File: src/hdl/timer_pair_consts.svh
/*
  Constants for the capture/reload timer pair: register offsets, field
  positions, reset values and count limits.
  Assumes it is included by bare name, once per compilation unit.
*/
// What this block does
// - capture mode: extern, run, capture set, clock clear
// - event falling edge copies count into capture
// - capture mode flags overflow and capture events
// - first divider N gives clock over N+1
// - up mode: capture clear, run set, not up/down
// - first clock select picks event pin or divider
// - up count at all ones reloads, sets overflow
// - with extern and divided clock, event edge forces reload and event flag
// - up/down mode: event level picks direction
// - up reaching all ones reloads, toggles event flag
// - down reaching capture loads ones, toggles flag
// - direction enable only matters in reload modes
// - first run clear halts, keeps count
// - capture select and external enable fields
// - cascaded wrap to zero sets second overflow
// - gate enable lets external level gate divided counting
// - sixteen bit mode reloads low from high
// - reload select picks sixteen or cascaded mode
// - second clock select picks pin or divider
// - second run clear halts, keeps count
// - status flags clear on written zero only, except the event flag, which an up/down reload toggle also clears
// - event flag set on capture or event-edge reload
`ifndef TIMER_PAIR_CONSTS_SVH
`define TIMER_PAIR_CONSTS_SVH
`define OFF_T3       12'h000
`define OFF_T4       12'h004
`define OFF_CFG      12'h008
`define OFF_STAT     12'h00C
`define CFG_MASK     32'h01FFFFFF
`define STAT_MASK    32'h0000001F
`define REG_RESET    32'h00000000
`define B_T3_DIR     0
`define B_T3_EXT     1
`define B_T3_RUN     10
`define B_T3_CAP     11
`define B_T3_CLK     12
`define B_T4_RUN     21
`define B_T4_RL      22
`define B_T4_CLK     23
`define B_T4_GATE    24
`define F_T3_DIV_HI  9
`define F_T3_DIV_LO  2
`define F_T4_DIV_HI  20
`define F_T4_DIV_LO  13
`define B_EVENT_FLAG 4
`define B_FIRST_OVF  3
`define B_SECOND_OVF 2
`define B_TF_A       1
`define B_TF_B       0
`define ONES16       16'hFFFF
`define ONES32       32'hFFFFFFFF
`endif

File: src/hdl/timer_pair_pkg.sv
/*
  Types for the capture/reload timer pair.
  Assumes nothing beyond a SystemVerilog compiler.
*/
`default_nettype none
package timer_pair_pkg;
  typedef enum logic [1:0] {
    T3_STOP    = 2'b00,
    T3_CAPTURE = 2'b01,
    T3_UP      = 2'b10,
    T3_UPDOWN  = 2'b11
  } t3_mode_type;
endpackage
`default_nettype wire

File: src/hdl/capture_reload_timer_pair.sv
/*
  Two timers behind an APB slave: a 16-bit capture/reload timer and a
  32-bit cascaded or 16-bit reload timer, plus their flag register.
  Assumes one 100 MHz clock, pins arriving asynchronously, zero-wait APB.
*/
`include "timer_pair_consts.svh"
`default_nettype none
module capture_reload_timer_pair
  import timer_pair_pkg::*;
(
  // clock and reset
  input  wire logic        clock_i,
  input  wire logic        rst_b_i,
  // apb slave
  input  wire logic        psel_i,
  input  wire logic        penable_i,
  input  wire logic        pwrite_i,
  input  wire logic [11:0] paddr_i,
  input  wire logic [31:0] pwdata_i,
  output var  logic [31:0] prdata_o,
  output var  logic        pready_o,
  output var  logic        pslverr_o,
  // external pins
  input  wire logic        first_timer_event_input_i,
  input  wire logic        second_timer_external_input_i,
  // match pulses from the simple timers
  input  wire logic        simple_timer_a_match_i,
  input  wire logic        simple_timer_b_match_i
);

  // register state
  logic [15:0] t3_count;
  logic [15:0] t3_capture;
  logic [15:0] second_timer_high_half;
  logic [15:0] second_timer_low_half;
  logic [31:0] cfg;
  logic        first_timer_event_flag;
  logic        first_timer_overflow_flag;
  logic        second_timer_overflow_flag;
  logic        simple_timer_a_match_flag;
  logic        simple_timer_b_match_flag;
  logic [7:0]  div3_cnt;
  logic [7:0]  div4_cnt;

  // pin synchronisers, bit 0 first timer, bit 1 second timer
  logic [1:0]  sync1;
  logic [1:0]  sync2;
  logic [1:0]  sync3;
  logic [1:0]  pin_level;

  // divider step: wraps after N, tick on the wrap cycle
  function automatic logic [7:0] next_div(input logic [7:0] cnt, input logic [7:0] n);
    next_div = (cnt >= n) ? 8'h00 : cnt + 8'h01;
  endfunction

  // configuration fields
  wire       first_timer_direction_enable = cfg[`B_T3_DIR];
  wire       first_timer_external_enable  = cfg[`B_T3_EXT];
  wire [7:0] first_timer_divider          = cfg[`F_T3_DIV_HI:`F_T3_DIV_LO];
  wire       first_timer_run              = cfg[`B_T3_RUN];
  wire       first_timer_capture_select   = cfg[`B_T3_CAP];
  wire       first_timer_clock_select     = cfg[`B_T3_CLK];
  wire [7:0] second_timer_divider         = cfg[`F_T4_DIV_HI:`F_T4_DIV_LO];
  wire       second_timer_run             = cfg[`B_T4_RUN];
  wire       second_timer_reload_select   = cfg[`B_T4_RL];
  wire       second_timer_clock_select    = cfg[`B_T4_CLK];
  wire       second_timer_gate_enable     = cfg[`B_T4_GATE];

  // apb decode; writes land only at the completing edge
  wire access   = psel_i & penable_i & pready_o;
  wire wr       = access & pwrite_i;
  wire sel_t3   = paddr_i == `OFF_T3;
  wire sel_t4   = paddr_i == `OFF_T4;
  wire sel_cfg  = paddr_i == `OFF_CFG;
  wire sel_stat = paddr_i == `OFF_STAT;
  wire mapped   = sel_t3 | sel_t4 | sel_cfg | sel_stat;
  wire wr_t3    = wr & sel_t3;
  wire wr_t4    = wr & sel_t4;
  wire wr_cfg   = wr & sel_cfg;
  wire wr_stat  = wr & sel_stat;

  // read data, reserved bits as zero
  wire [31:0] stat_word = {27'h0, first_timer_event_flag, first_timer_overflow_flag,
                           second_timer_overflow_flag, simple_timer_a_match_flag,
                           simple_timer_b_match_flag};
  wire [31:0] rd_data = sel_t3   ? {t3_count, t3_capture} :
                        sel_t4   ? {second_timer_high_half, second_timer_low_half} :
                        sel_cfg  ? cfg :
                        sel_stat ? stat_word : 32'h00000000;

  // filtered pin events: a change counts once stages two and three agree
  wire [1:0] pin_agree = ~(sync2 ^ sync3);
  wire [1:0] pin_fall  = pin_level & pin_agree & ~sync3;
  wire       ev_fall   = pin_fall[0];
  wire       ev_level  = pin_level[0];
  wire       ext_fall  = pin_fall[1];
  wire       ext_level = pin_level[1];

  // first timer mode decode; capture needs divided clock, reload needs capture clear
  wire capture_mode = first_timer_external_enable & first_timer_run &
                      first_timer_capture_select & ~first_timer_clock_select;
  wire updown_mode  = first_timer_run & ~first_timer_capture_select & first_timer_direction_enable &
                      first_timer_external_enable & ~first_timer_clock_select;
  wire up_mode      = first_timer_run & ~first_timer_capture_select & ~updown_mode;
  t3_mode_type t3_mode;
  assign t3_mode = capture_mode ? T3_CAPTURE : updown_mode ? T3_UPDOWN : up_mode ? T3_UP : T3_STOP;

  // count clocks
  wire div3_tick = div3_cnt >= first_timer_divider;
  wire div4_tick = div4_cnt >= second_timer_divider;
  wire t3_tick   = (first_timer_clock_select & ~capture_mode) ? ev_fall : div3_tick;
  wire gate_ok   = ~second_timer_gate_enable | ext_level;
  wire t4_tick   = second_timer_clock_select ? ext_fall : (div4_tick & gate_ok);

  // first timer hardware events
  wire t3_at_ones  = t3_count == `ONES16;
  wire t3_at_cap   = t3_count == t3_capture;
  wire ext_reload  = up_mode & first_timer_external_enable & ~first_timer_clock_select & ev_fall;
  wire up_reload   = up_mode & t3_tick & t3_at_ones;
  wire ud_up_rl    = updown_mode & t3_tick & ev_level & t3_at_ones;
  wire ud_down_rl  = updown_mode & t3_tick & ~ev_level & t3_at_cap;
  wire cap_wrap    = capture_mode & t3_tick & t3_at_ones;
  wire cap_event   = capture_mode & ev_fall;
  wire t3_ovf      = cap_wrap | up_reload | ud_up_rl | ud_down_rl;
  wire exf_set     = cap_event | ext_reload;
  wire exf_toggle  = ud_up_rl | ud_down_rl;

  // second timer hardware events
  wire [31:0] t4_pair   = {second_timer_high_half, second_timer_low_half};
  wire        t4_step   = second_timer_run & t4_tick;
  wire        t4_wrap32 = t4_step & ~second_timer_reload_select & (t4_pair == `ONES32);
  wire        t4_wrap16 = t4_step & second_timer_reload_select &
                          (second_timer_low_half == `ONES16);
  wire        t4_ovf    = t4_wrap32 | t4_wrap16;

  // status clears: a written zero clears, hardware set wins
  wire [4:0] clr = wr_stat ? ~pwdata_i[4:0] : 5'h00;

  // apb answer registers: zero-wait, answer in the access cycle
  always_ff @(posedge clock_i) begin
    if (!rst_b_i) begin
      pready_o  <= 1'b0;
      prdata_o  <= `REG_RESET;
      pslverr_o <= 1'b0;
    end else begin
      pready_o  <= psel_i & ~penable_i;
      prdata_o  <= rd_data;
      pslverr_o <= psel_i & ~penable_i & ~mapped;
    end
  end

  // three-stage pin synchronisers with agreement filter
  always_ff @(posedge clock_i) begin
    if (!rst_b_i) begin
      sync1     <= 2'b11;
      sync2     <= 2'b11;
      sync3     <= 2'b11;
      pin_level <= 2'b11;
    end else begin
      sync1     <= {second_timer_external_input_i, first_timer_event_input_i};
      sync2     <= sync1;
      sync3     <= sync2;
      pin_level <= (pin_agree & sync3) | (~pin_agree & pin_level);
    end
  end

  // configuration and dividers; dividers free run so N+1 spacing holds
  always_ff @(posedge clock_i) begin
    if (!rst_b_i) begin
      cfg      <= `REG_RESET;
      div3_cnt <= 8'h00;
      div4_cnt <= 8'h00;
    end else begin
      if (wr_cfg) begin
        cfg <= pwdata_i & `CFG_MASK;
      end
      div3_cnt <= next_div(div3_cnt, first_timer_divider);
      div4_cnt <= next_div(div4_cnt, second_timer_divider);
    end
  end

  // first timer counter and capture; a software write beats hardware
  always_ff @(posedge clock_i) begin
    if (!rst_b_i) begin
      t3_count   <= 16'h0000;
      t3_capture <= 16'h0000;
    end else if (wr_t3) begin
      t3_count   <= pwdata_i[31:16];
      t3_capture <= pwdata_i[15:0];
    end else begin
      case (t3_mode)
        T3_CAPTURE: begin
          if (cap_event) begin
            t3_capture <= t3_count;
          end
          if (t3_tick) begin
            t3_count <= t3_count + 16'h0001;
          end
        end
        T3_UP: begin
          if (up_reload | ext_reload) begin
            t3_count <= t3_capture;
          end else if (t3_tick) begin
            t3_count <= t3_count + 16'h0001;
          end
        end
        T3_UPDOWN: begin
          if (ud_up_rl) begin
            t3_count <= t3_capture;
          end else if (ud_down_rl) begin
            t3_count <= `ONES16;
          end else if (t3_tick) begin
            t3_count <= ev_level ? t3_count + 16'h0001 : t3_count - 16'h0001;
          end
        end
        T3_STOP: begin
          t3_count <= t3_count;
        end
        default: begin
          t3_count <= t3_count;
        end
      endcase
    end
  end

  // second timer halves
  always_ff @(posedge clock_i) begin
    if (!rst_b_i) begin
      second_timer_high_half <= 16'h0000;
      second_timer_low_half  <= 16'h0000;
    end else if (wr_t4) begin
      second_timer_high_half <= pwdata_i[31:16];
      second_timer_low_half  <= pwdata_i[15:0];
    end else if (t4_wrap16) begin
      second_timer_low_half <= second_timer_high_half;
    end else if (t4_step & second_timer_reload_select) begin
      second_timer_low_half <= second_timer_low_half + 16'h0001;
    end else if (t4_step) begin
      {second_timer_high_half, second_timer_low_half} <= t4_pair + 32'h00000001;
    end
  end

  // status flags: set or toggle wins over a software clear
  always_ff @(posedge clock_i) begin
    if (!rst_b_i) begin
      first_timer_event_flag     <= 1'b0;
      first_timer_overflow_flag  <= 1'b0;
      second_timer_overflow_flag <= 1'b0;
      simple_timer_a_match_flag  <= 1'b0;
      simple_timer_b_match_flag  <= 1'b0;
    end else begin
      first_timer_event_flag     <= exf_toggle ? ~first_timer_event_flag :
                                    exf_set | (first_timer_event_flag & ~clr[`B_EVENT_FLAG]);
      first_timer_overflow_flag  <= t3_ovf | (first_timer_overflow_flag & ~clr[`B_FIRST_OVF]);
      second_timer_overflow_flag <= t4_ovf | (second_timer_overflow_flag & ~clr[`B_SECOND_OVF]);
      simple_timer_a_match_flag  <= simple_timer_a_match_i | (simple_timer_a_match_flag & ~clr[`B_TF_A]);
      simple_timer_b_match_flag  <= simple_timer_b_match_i | (simple_timer_b_match_flag & ~clr[`B_TF_B]);
    end
  end
endmodule
`default_nettype wire

File: config.mk
export PLATFORM = sky130hd
export DESIGN_NAME = capture_reload_timer_pair
export DESIGN_NICKNAME = d
export VERILOG_FILES = /design/src/hdl/timer_pair_pkg.sv /design/src/hdl/capture_reload_timer_pair.sv
export VERILOG_INCLUDE_DIRS = /design/src /design/src/hdl
export SDC_FILE = /design/constraint.sdc
export NUM_CORES = 1
export LEC_CHECK = 0
export BUFFER_PORTS_ARGS = -buffer_cell sky130_fd_sc_hd__buf_2
export CORE_MARGIN = 2
export CORE_UTILIZATION = 50
export DETAILED_ROUTE_END_ITERATION = 6
export GPL_ROUTABILITY_DRIVEN = 0
export GPL_TIMING_DRIVEN = 0
export HOLD_SLACK_MARGIN = 0.1
export PLACE_DENSITY = 0.69
export REMOVE_ABC_BUFFERS = 1
export SYNTH_ARGS = -nofsm -noshare
export SYNTH_HDL_FRONTEND = slang
export SYNTH_SLANG_ARGS = --single-unit
File: constraint.sdc
create_clock -name clock_i -period 3.26 [get_ports clock_i]
set_input_delay 0.652 -clock clock_i [delete_from_list [all_inputs] [get_ports clock_i]]
set_output_delay 0.652 -clock clock_i [all_outputs]
set_load 0.01 [all_outputs]
**Word level (Yosys, flattened, before mapping)**

Cells that the tools add are included.

- Register bits after elaboration: 152
- Input bits: 53
- Logic and storage cells: 166

- Equal/unequal tests: 14
- Add/subtract/negate cells: 6
- Bitwise gates (word level): 84
- Reduce and logical (&&, ||, !) cells: 11
- Magnitude comparators: 2
- Muxes and demuxes: 30

Operators by type and width:

| cell | count |
|---|---|
| $mux W16 | 18 |
| $mux W32 | 2 |
| $pmux W16 S3 | 1 |
| $and A1 B1 Y1 | 42 |
| $add A16 B1 Y16 const B | 2 |
| $add A32 B1 Y32 const B | 1 |
| $eq A16 B16 Y1 const B | 2 |
| $eq A32 B32 Y1 const B | 1 |
| $mux W25 | 1 |
| $eq A12 B4 Y1 const B | 2 |
| $add A8 B1 Y8 const B | 2 |
| $eq A16 B16 Y1 | 1 |
| $ge A8 B8 Y1 | 2 |
| $not A1 Y1 | 16 |
| $or A1 B1 Y1 | 16 |
| $sub A16 B1 Y16 const B | 1 |
| $eq A12 B3 Y1 const B | 1 |
| $logic_not A12 Y1 | 1 |
| $mux W5 | 2 |
| $and A2 B2 Y2 | 4 |
| $mux W2 | 3 |
| $ne A2 B2 Y1 const B | 3 |
| $not A2 Y2 | 3 |
| $reduce_bool A2 Y1 | 3 |
| 12 further kinds | 17 |

**Logic depth before layout (Yosys ltp)**

Gate-level depths: netlist of the first run.

- Word-level depth: 14
- Mapped depth: 11
- Mapped depth without buffers: 10

**Least setup slack after synthesis of the first run**

OpenSTA, ideal clock, no wires.

- Path type: reg-to-reg
- From: register div3_cnt[0]
- To: register t3_count[7]
- Required time: 3.127 ns
- Setup time: 0.133 ns
- Path buffers: 1
- Setup slack: 0.590 ns
- Data arrival time: 2.536 ns
- Cell stages (with the launch flop): 12
- Path through: dfxtp_1 inv_1 ha_1 nand2b_1 a2111o_1 a21oi_4 o31a_2 nand2b_1 buf_2 a31oi_1 a2111oi_0 nor3_1

- Cells in the longest elaborated chain, start to end: 9
- Elaborated cells between the ends (all ways): 18
- Those cells by class: 1 x order compare; 1 x eq/ne; 7 x mux; 8 x bitwise; 1 x reduce/logical

Ends and longest elaborated chain:

| element | line | source |
|---|---|---|
| from (decl) | capture_reload_timer_pair.sv:42 | `logic [7:0] div3_cnt;` |
| from (signal assigned) | capture_reload_timer_pair.sv:177 | `div3_cnt <= next_div(div3_cnt, first_timer_divider);` |
| $ge A8 B8 Y1 (*) | capture_reload_timer_pair.sv:109 | `wire div3_tick = div3_cnt >= first_timer_divider;` |
| $mux W1 (*) | capture_reload_timer_pair.sv:111 | `wire t3_tick = (first_timer_clock_select & ~capture_mode) ? ev_fall : div3_tick;` |
| $and A1 B1 Y1 | capture_reload_timer_pair.sv:120, capture_reload_timer_pair.sv:121 |  |
| $and A1 B1 Y1 (2 in series) | capture_reload_timer_pair.sv:121 | `wire ud_down_rl = updown_mode & t3_tick & ~ev_level & t3_at_cap;` |
| $mux W16 | capture_reload_timer_pair.sv:210 | `end else if (ud_down_rl) begin` |
| $mux W16 | capture_reload_timer_pair.sv:208 | `if (ud_up_rl) begin` |
| $pmux W16 S3 | capture_reload_timer_pair.sv:191 | `case (t3_mode)` |
| $mux W16 | capture_reload_timer_pair.sv:187 | `end else if (wr_t3) begin` |
| to (signal assigned) | capture_reload_timer_pair.sv:188 | `t3_count <= pwdata_i[31:16];` |
| to (signal assigned) | capture_reload_timer_pair.sv:209 | `t3_count <= t3_capture;` |
| to (signal assigned) | capture_reload_timer_pair.sv:211 | `` t3_count <= `ONES16; `` |
| to (decl) | capture_reload_timer_pair.sv:32 | `logic [15:0] t3_count;` |

Every way passes the cells marked *; elsewhere a longest branch is shown, timed or not.
A chain may end at the register's enable or synchronous reset.

**Worst setup path in the final report of the first run**

- From: register div3_cnt[0]
- To: register t3_count[13]

Same word-level chain as after synthesis.

==> results of run 1 <==
==> through the flow <==
stage	instance area, sq um	std cells	TNS, ps	power [mW]
after CTS	9910	1359	-72.5	3.95
after detailed placement	9340	1328	-20270	2.06
after global placement	9210	1323	-121680	2.05
after global routing	9980	1361	0	4.04
after floorplan	8500	1012	-3430	1.96
final	9980	1361	0	3.94
==> cell type report <==
class / instances / share of cell area (%)
Inverter: 29 / 1.12
Clock buffer: 19 / 4.44
Clock inverter: 12 / 1.18
Timing Repair Buffer: 93 / 5.53
Sequential cell: 152 / 30.6
Tap cell: 225 / 2.82
Multi-Input combinational cell: 831 / 54.3
==> worst min-delay path by stage <==
stage                     slack, ps  depth (start not counted)                  end
after global routing            400                          2  sync1[0]$_SDFF_PN1_
after CTS                       400                          2  sync1[0]$_SDFF_PN1_
final                           410                          2  sync1[0]$_SDFF_PN1_
after floorplan                 390                          1  sync2[0]$_SDFF_PN1_
after detailed placement        400                          1  sync2[0]$_SDFF_PN1_
after global placement          400                          1  sync2[1]$_SDFF_PN1_
==> cells in the final DEF, fill, tap and decap left out, drive strengths merged, types with 11 or more instances in the layout <==
| cell type | synthesis | layout |
|---|---|---|
| dfxtp | 152 | 152 |
| xnor2 | 15 | 15 |
| nor3 | 16 | 16 |
| nand2b | 11 | 11 |
| nand3 | 52 | 52 |
| a31oi | 19 | 19 |
| buf | 19 | 90 |
| nor2 | 142 | 142 |
| a211oi | 22 | 22 |
| nor4 | 23 | 23 |
| xor2 | 50 | 50 |
| a21oi | 81 | 81 |
| nand2 | 63 | 63 |
| inv | 28 | 33 |
| mux2i | 69 | 69 |
| ha | 21 | 21 |
| clkbuf | 54 | 22 |
| o21ai | 68 | 68 |
| or3 | 13 | 13 |
| nand4 | 24 | 24 |
| and3 | 27 | 27 |
==> routing by layer <==
layer  share of wire (%)  vias to the layer above  routed length [um]  track usage, %
met3                 9.3                       81                2610            6.11
met1                  42                     3995               11800            40.7
li1                    -                     4020                   -               -
met5                   0                        -                   0               0
met4                 3.5                        0                 990            11.8
met2                  45                      472               12700            48.1
==> cells in the mapped netlist, drive strengths merged, types with 24 or more instances <==
cell type,number
mux2i,69
dfxtp,152
xor2,50
clkbuf,54
nand3,52
nand4,24
nand2,63
a21oi,81
o21ai,68
and3,27
inv,28
nor2,142
==> cells by family (layout without fill, tap and decap cells) <==
family / Yosys count / in the layout / synth area share [%]
AO/OA/AOI/OAI: 267 / 267 / 19.2
XOR/XNOR: 65 / 65 / 6.47
adder cells (fa/ha/maj): 21 / 21 / 2.99
buffers and inverters: 102 / 153 / 4.62
flip-flops: 152 / 152 / 34.6
multiplexers: 74 / 74 / 9.13
AND/OR/NAND/NOR: 404 / 404 / 23.0
==> sequential cells by signal (all words and copies together) (netlist names), 2 cells and up, named ones only <==
register,cells
second_timer_low_half,16
t3_count,16
div3_cnt,8
t3_capture,16
sync3,2
cfg,25
div4_cnt,8
sync2,2
second_timer_high_half,16
sync1,2
prdata_o,32
==> where the power goes <==
| group | total [mW] | switching, mW | internal, mW |
|---|---|---|---|
| combinational | 0.148 | 0.0974 | 0.0510 |
| clock | 1.92 | 0.839 | 1.08 |
| sequential | 1.87 | 0.00799 | 1.86 |
==> timing repair <==
action,in CTS,in global routing
pin swaps,0,1
setup buffers,0,2
endpoints found under the setup margin,17,26
gates cloned,0,0
gates resized for setup,5,17
hold endpoints to repair,0,0
==> summary.md, run 1 <==
| Metric | Value |
|---|---|
| Number of cells on the critical path | `10` |
| CTS H-tree lvls | `4` |
| Unrepaired setup endpoints after global routing | `no` |
| Async S/R FF share, synth | `0%` |
| Area of the multi-input gates | `5420 sq um` |
| Syn-to-layout area delta | `13.4%` |
| Startpoint class of the critical path | `flop` |
| Total GRT Usage | `30.4%` |
| Hold Buf Count CTS | `0` |
| DR WL/cell | `20.7 um` |
| Diodes inserted | `0` |
| Top_reg_cell synth | `dfxtp_1` |
| R2R depth | `10` |
| Min Hold Slack | `406 ps` |
| Final setup fails | `0` |
| Status | `complete, no violations` |
| Top cell type's share of synthesized area | `34.6%` |
| Cell chain of the critical path | `inv_1 -> ha_1 -> nand2b_1 -> a2111o_1 -> a21oi_4 -> o21ai_4 -> nand2_2 -> a211oi_1 -> a221o_1 -> o31a_1` |
| Clk root buf | `clkbuf_16` |
| First-pass GRT wire length | `43800 um` |
| FP Rows | `48` |
| DPL Wire Length | `19900 um` |
| Fillers | `1560` |
| Number of flops mapped to enable cells by yosys | `0` |
| Largest cells by area after synthesis | `dfxtp_1 35%, mux2i_1 7.8%, nor2_1 5.9%, xor2_1 5.0%, a21oi_1 4.5%` |
| Starting density of the core | `51.1%` |
| R2r endpoint | `t3_count[13]$_SDFFE_PN0P_` |
| Start of the worst register-to-register path | `div3_cnt[0]$_SDFF_PP0_` |
| Number of hold violations in the final report | `0` |
| Crit path DAT | `3440 ps` |
| CP startpoint | `div3_cnt[0]$_SDFF_PP0_` |
| Vias per inst | `6.30` |
| Min Tclk post-route | `3120 ps` |
| CP max-delay cell | `a2111o_1` |
| Crit path kind | `flop to flop` |
| Largest net degree at the start of global routing | `61` |
| Fmax | `321 MHz` |
| Max Root-Sink Buffers | `2` |
| Hold path start | `first_timer_event_input_i` |
| Max Cap Viol | `0` |
| Post-synthesis instance total | `1085` |
| Die ar. | `18700 sq um` |
| Remaining DRCs | `0` |
| CP endpoint | `t3_count[13]$_SDFFE_PN0P_` |
| Period utilization | `95.6%` |
| Worst Hold Class | `input pin to flop` |
| Yosys reg bits | `152` |
| Peak VDD IR | `0.368 mV` |
| CTS tree | `done` |
| Grt total ovfl | `0` |
| CP Capture Type | `flop` |
| First DRT Iteration DRCs | `994` |
| Sequential element share of the synthesized area | `34.6%` |
| Mapped Area | `8800 sq um` |
| Antenna-violating nets left | `0` |
| Max-slew headroom | `8.55%` |
| Syn_area_per_cell | `8.11 sq um` |
| CP max FO | `19` |
| Clock Sinks | `152` |
| CP max stage delay | `450 ps` |
| Register area | `3050 sq um` |
| PD cells | `395 nW/um^2` |
| Die Y | `137 um` |
| Slew @ Worst Pin | `1360 ps` |
| Clock skew | `10.4 ps` |
| Vias in the first global route | `7750` |
| Pre-CTS setup slack | `-954 ps` |
| Max Slew Vio Count | `0` |
| Synth area leader | `dfxtp_1` |
| CTS clk-pin slew, worst paths | `70 ps` |
| First-pass DRT Iterations | `6` |
| Post-Route WL | `28100 um` |
| Initial antenna violation count | `0` |
| Cts bufs inserted | `17` |
| Worst path required time | `3580 ps` |
| R2R Setup Slk | `140 ps` |
| Die W | `137 um` |
| Layout cells sized above 1 | `14.6%` |
| Leak | `3.84 nW` |
| Final worst setup slack | `142 ps` |
| Yosys cell types | `77` |
| Buffers on Ports | `86` |
| Yosys warns | `0` |
| Final net count | `1198` |
| Utilization after layout | `57.9%` |
| Core ar. | `17200 sq um` |
| Latest clock arrival within the worst-skew pair | `430 ps` |
| Crit-path leading delay family | `compound AO/OA/AOI/OAI gates` |
| Via count | `8568` |
| WP buf/inv | `1` |
| Number of top-level pins | `87` |
No activity file was read; power rests on OpenSTA's default activity.
==> inputs of run 2 (changes only) <==
Settings changed: CTS_BUF_LIST set to sky130_fd_sc_hd__clkbuf_16.
==> run 2 against run 1 <==
The run now ends with design-rule violations left. Highest routed layer unchanged. Combinational power about the same. Core utilization about the same. Worst hold slack barely moved.
==> summary.md, run 2 (synthesis gave the netlist of run 1 again) <==
| Metric | Value |
|---|---|
| Cell chain of the critical path | `inv_1 -> ha_1 -> nand2b_1 -> a2111o_1 -> a21oi_4 -> o21ai_4 -> and2_1 -> o31a_1 -> nor4b_2 -> o32ai_1 (was inv_1 -> ha_1 -> nand2b_1 -> a2111o_1 -> a21oi_4 -> o21ai_4 -> nand2_2 -> a211oi_1 -> a221o_1 -> o31a_1)` |
| Die Y | `137 um (unchanged)` |
| R2R depth | `10 (unchanged)` |
| Clk root buf | `clkbuf_16 (unchanged)` |
| Max Slew Vio Count | `0 (unchanged)` |
| Status | `finished with violations (was complete, no violations)` |
| Die ar. | `18700 sq um (unchanged)` |
| Number of top-level pins | `87 (unchanged)` |
| First DRT Iteration DRCs | `1085 (was 994)` |
| Buffers on Ports | `86 (unchanged)` |
| Met1 usage in global routing | `40.6% (was 40.7%)` |
| CP max-delay cell | `a2111o_1 (unchanged)` |
| Worst hold endpoint | `sync1[0]$_SDFF_PN1_ (unchanged)` |
| Failing checks | `design-rule violations` |
| Latest clock arrival within the worst-skew pair | `430 ps (about the same)` |
| CTS clk-pin slew, worst paths | `70 ps (about the same)` |
| CTS H-tree lvls | `4 (unchanged)` |
| Final setup fails | `0 (unchanged)` |
| Total GRT Usage | `30.4% (about the same)` |
| Number of hold violations in the final report | `0 (unchanged)` |
| CTS tree | `done (unchanged)` |
| Via count | `8546 (was 8568)` |
| Crit path kind | `flop to flop (unchanged)` |
| Leak | `3.83 nW (was 3.84 nW)` |
| Antenna-violating nets left | `0 (unchanged)` |
| Utilization after layout | `57.9% (about the same)` |
| DPL Wire Length | `19900 um (unchanged)` |
| Slew @ Worst Pin | `1330 ps (was 1360 ps)` |
| First-pass DRT Iterations | `7 (was 6)` |
| Period utilization | `96.1% (was 95.6%)` |
| Worst path required time | `3550 ps (was 3580 ps)` |
| Vias per inst | `6.28 (was 6.30)` |
| R2r endpoint | `t3_count[8]$_SDFFE_PN0P_ (was t3_count[13]$_SDFFE_PN0P_)` |
| Clock Sinks | `152 (unchanged)` |
| Peak VDD IR | `0.360 mV (was 0.368 mV)` |
| Registers with the most flip-flops | `prdata_o x32, cfg x25 (unchanged)` |
| Vias in the first global route | `7743 (was 7750)` |
| Cts bufs inserted | `17 (unchanged)` |
| Post-Route WL | `28100 um (about the same)` |
| Most frequent cells in the layout | `146 x dfxtp_1, 135 x nor2_1, 84 x buf_2 (unchanged)` |
| R2R Setup Slk | `130 ps (was 140 ps)` |
| Crit-path leading delay family | `compound AO/OA/AOI/OAI gates (unchanged)` |
| Hold path start | `first_timer_event_input_i (unchanged)` |
| Worst Hold Class | `input pin to flop (unchanged)` |
| Die W | `137 um (unchanged)` |
| Start of the worst register-to-register path | `div3_cnt[0]$_SDFF_PP0_ (unchanged)` |
| Max-slew headroom | `10.6% (was 8.55%)` |
| Max Root-Sink Buffers | `2 (unchanged)` |
| Gr busiest metal | `met2 (unchanged)` |
| Max Cap Viol | `0 (unchanged)` |
| Diodes inserted | `0 (unchanged)` |
| Min Tclk post-route | `3130 ps (was 3120 ps)` |
| FP Rows | `48 (unchanged)` |
| Min Hold Slack | `406 ps (about the same)` |
| Crit path DAT | `3420 ps (was 3440 ps)` |
| Startpoint class of the critical path | `flop (unchanged)` |
| Hold Path Cell Cnt | `2 (unchanged)` |
| Biggest register | `prdata_o (unchanged)` |
| Syn-to-layout area delta | `13.3% (was 13.4%)` |
| Initial antenna violation count | `0 (unchanged)` |
| CP Capture Type | `flop (unchanged)` |
| CP max FO | `19 (unchanged)` |
| Starting density of the core | `51.1% (unchanged)` |
| Clock skew | `10.3 ps (was 10.4 ps)` |
| Grt total ovfl | `0 (unchanged)` |
| Unrepaired setup endpoints after global routing | `no (unchanged)` |
| Final net count | `1198 (unchanged)` |
| Largest net degree at the start of global routing | `61 (unchanged)` |
| Met2 GRT Util | `48.0% (was 48.1%)` |
| First-pass GRT wire length | `43700 um (was 43800 um)` |
| Largest register FFs | `32 (unchanged)` |
| Grt met3 use | `6.15% (was 6.11%)` |
| Final worst setup slack | `127 ps (was 142 ps)` |
| Remaining DRCs | `3 (was 0)` |
| Layout cells sized above 1 | `14.5% (was 14.6%)` |
| WP buf/inv | `1 (unchanged)` |
| CP max stage delay | `450 ps (about the same)` |
| DR WL/cell | `20.6 um (was 20.7 um)` |
| Fmax | `319 MHz (was 321 MHz)` |
| Most common cell after layout, fill and taps aside | `dfxtp_1 (unchanged)` |
| Core ar. | `17200 sq um (unchanged)` |
| Pre-CTS setup slack | `-954 ps (unchanged)` |
| PD cells | `392 nW/um^2 (was 395 nW/um^2)` |
## run 2: changes by cell type in the layout (fill, tap and decap cells not counted)
| cell | change |
|---|---|
| clkbuf_1 | -1 |
| clkbuf_8 | -1 |
| clkinv_1 | +1 |
| inv_1 | +1 |
| nand2_2 | -1 |
| nand2_4 | +1 |
## run 2: routing by layer
metal | part of all wire [%] | vias up
li1 | - | 4019
met1 | 42 | 3976
met2 | 45 | 467
met3 | 9.5 | 84
met4 | 3.5 | 0
met5 | 0 | -
## run 2: how the worst max path moves through the flow
stage | startpoint | to | depth (start not counted)
after floorplan | paddr_i[9] | cfg[0]$_SDFFE_PN0P_ | 7
after global placement | paddr_i[2] | second_timer_low_half[4]$_SDFFE_PN0P_ | 6
after detailed placement | paddr_i[2] | second_timer_low_half[4]$_SDFFE_PN0P_ | 7
after CTS | div3_cnt[0]$_SDFF_PP0_ | t3_count[8]$_SDFFE_PN0P_ | 10
after global routing | t3_count[8]$_SDFFE_PN0P_ | t3_count[13]$_SDFFE_PN0P_ | 8
final | div3_cnt[0]$_SDFF_PP0_ | t3_count[8]$_SDFFE_PN0P_ | 10
## run 2: cell type report
cell class / instances / area, sq um
repair buffers: 93 / 552
clock inverters: 14 / 125
flip-flops and latches: 152 / 3050
fillers: 1566 / 7260
clock buffers: 17 / 425
multi-input cells: 831 / 5430
well taps: 225 / 282
inverters: 29 / 111
## run 2: per-stage QoR
step	TNS, ps	cell area (sq um)	power [mW]	cells
after floorplan	-3430	8500	1.96	1012
after global placement	-121680	9210	2.05	1323
after detailed placement	-20270	9340	2.06	1328
after CTS	-72.5	9900	3.92	1359
after global routing	0	9970	4.02	1361
final	0	9970	3.91	1361
## run 2: what timing repair did
action / in CTS / in global routing
resized for setup: 5 / 18
buffers inserted: 0 / 2
hold buffers: 0 / 0
pin swaps: 0 / 1
endpoints found under the setup margin: 17 / 26
## run 2: where the power goes
part | switching (mW) | total (mW) | internal, mW | leakage, nW
clock network | 0.837 | 1.89 | 1.05 | 0.267
registers | 0.00764 | 1.87 | 1.86 | 1.23
logic | 0.0967 | 0.148 | 0.0509 | 2.34
total | 0.942 | 3.91 | 2.97 | 3.83
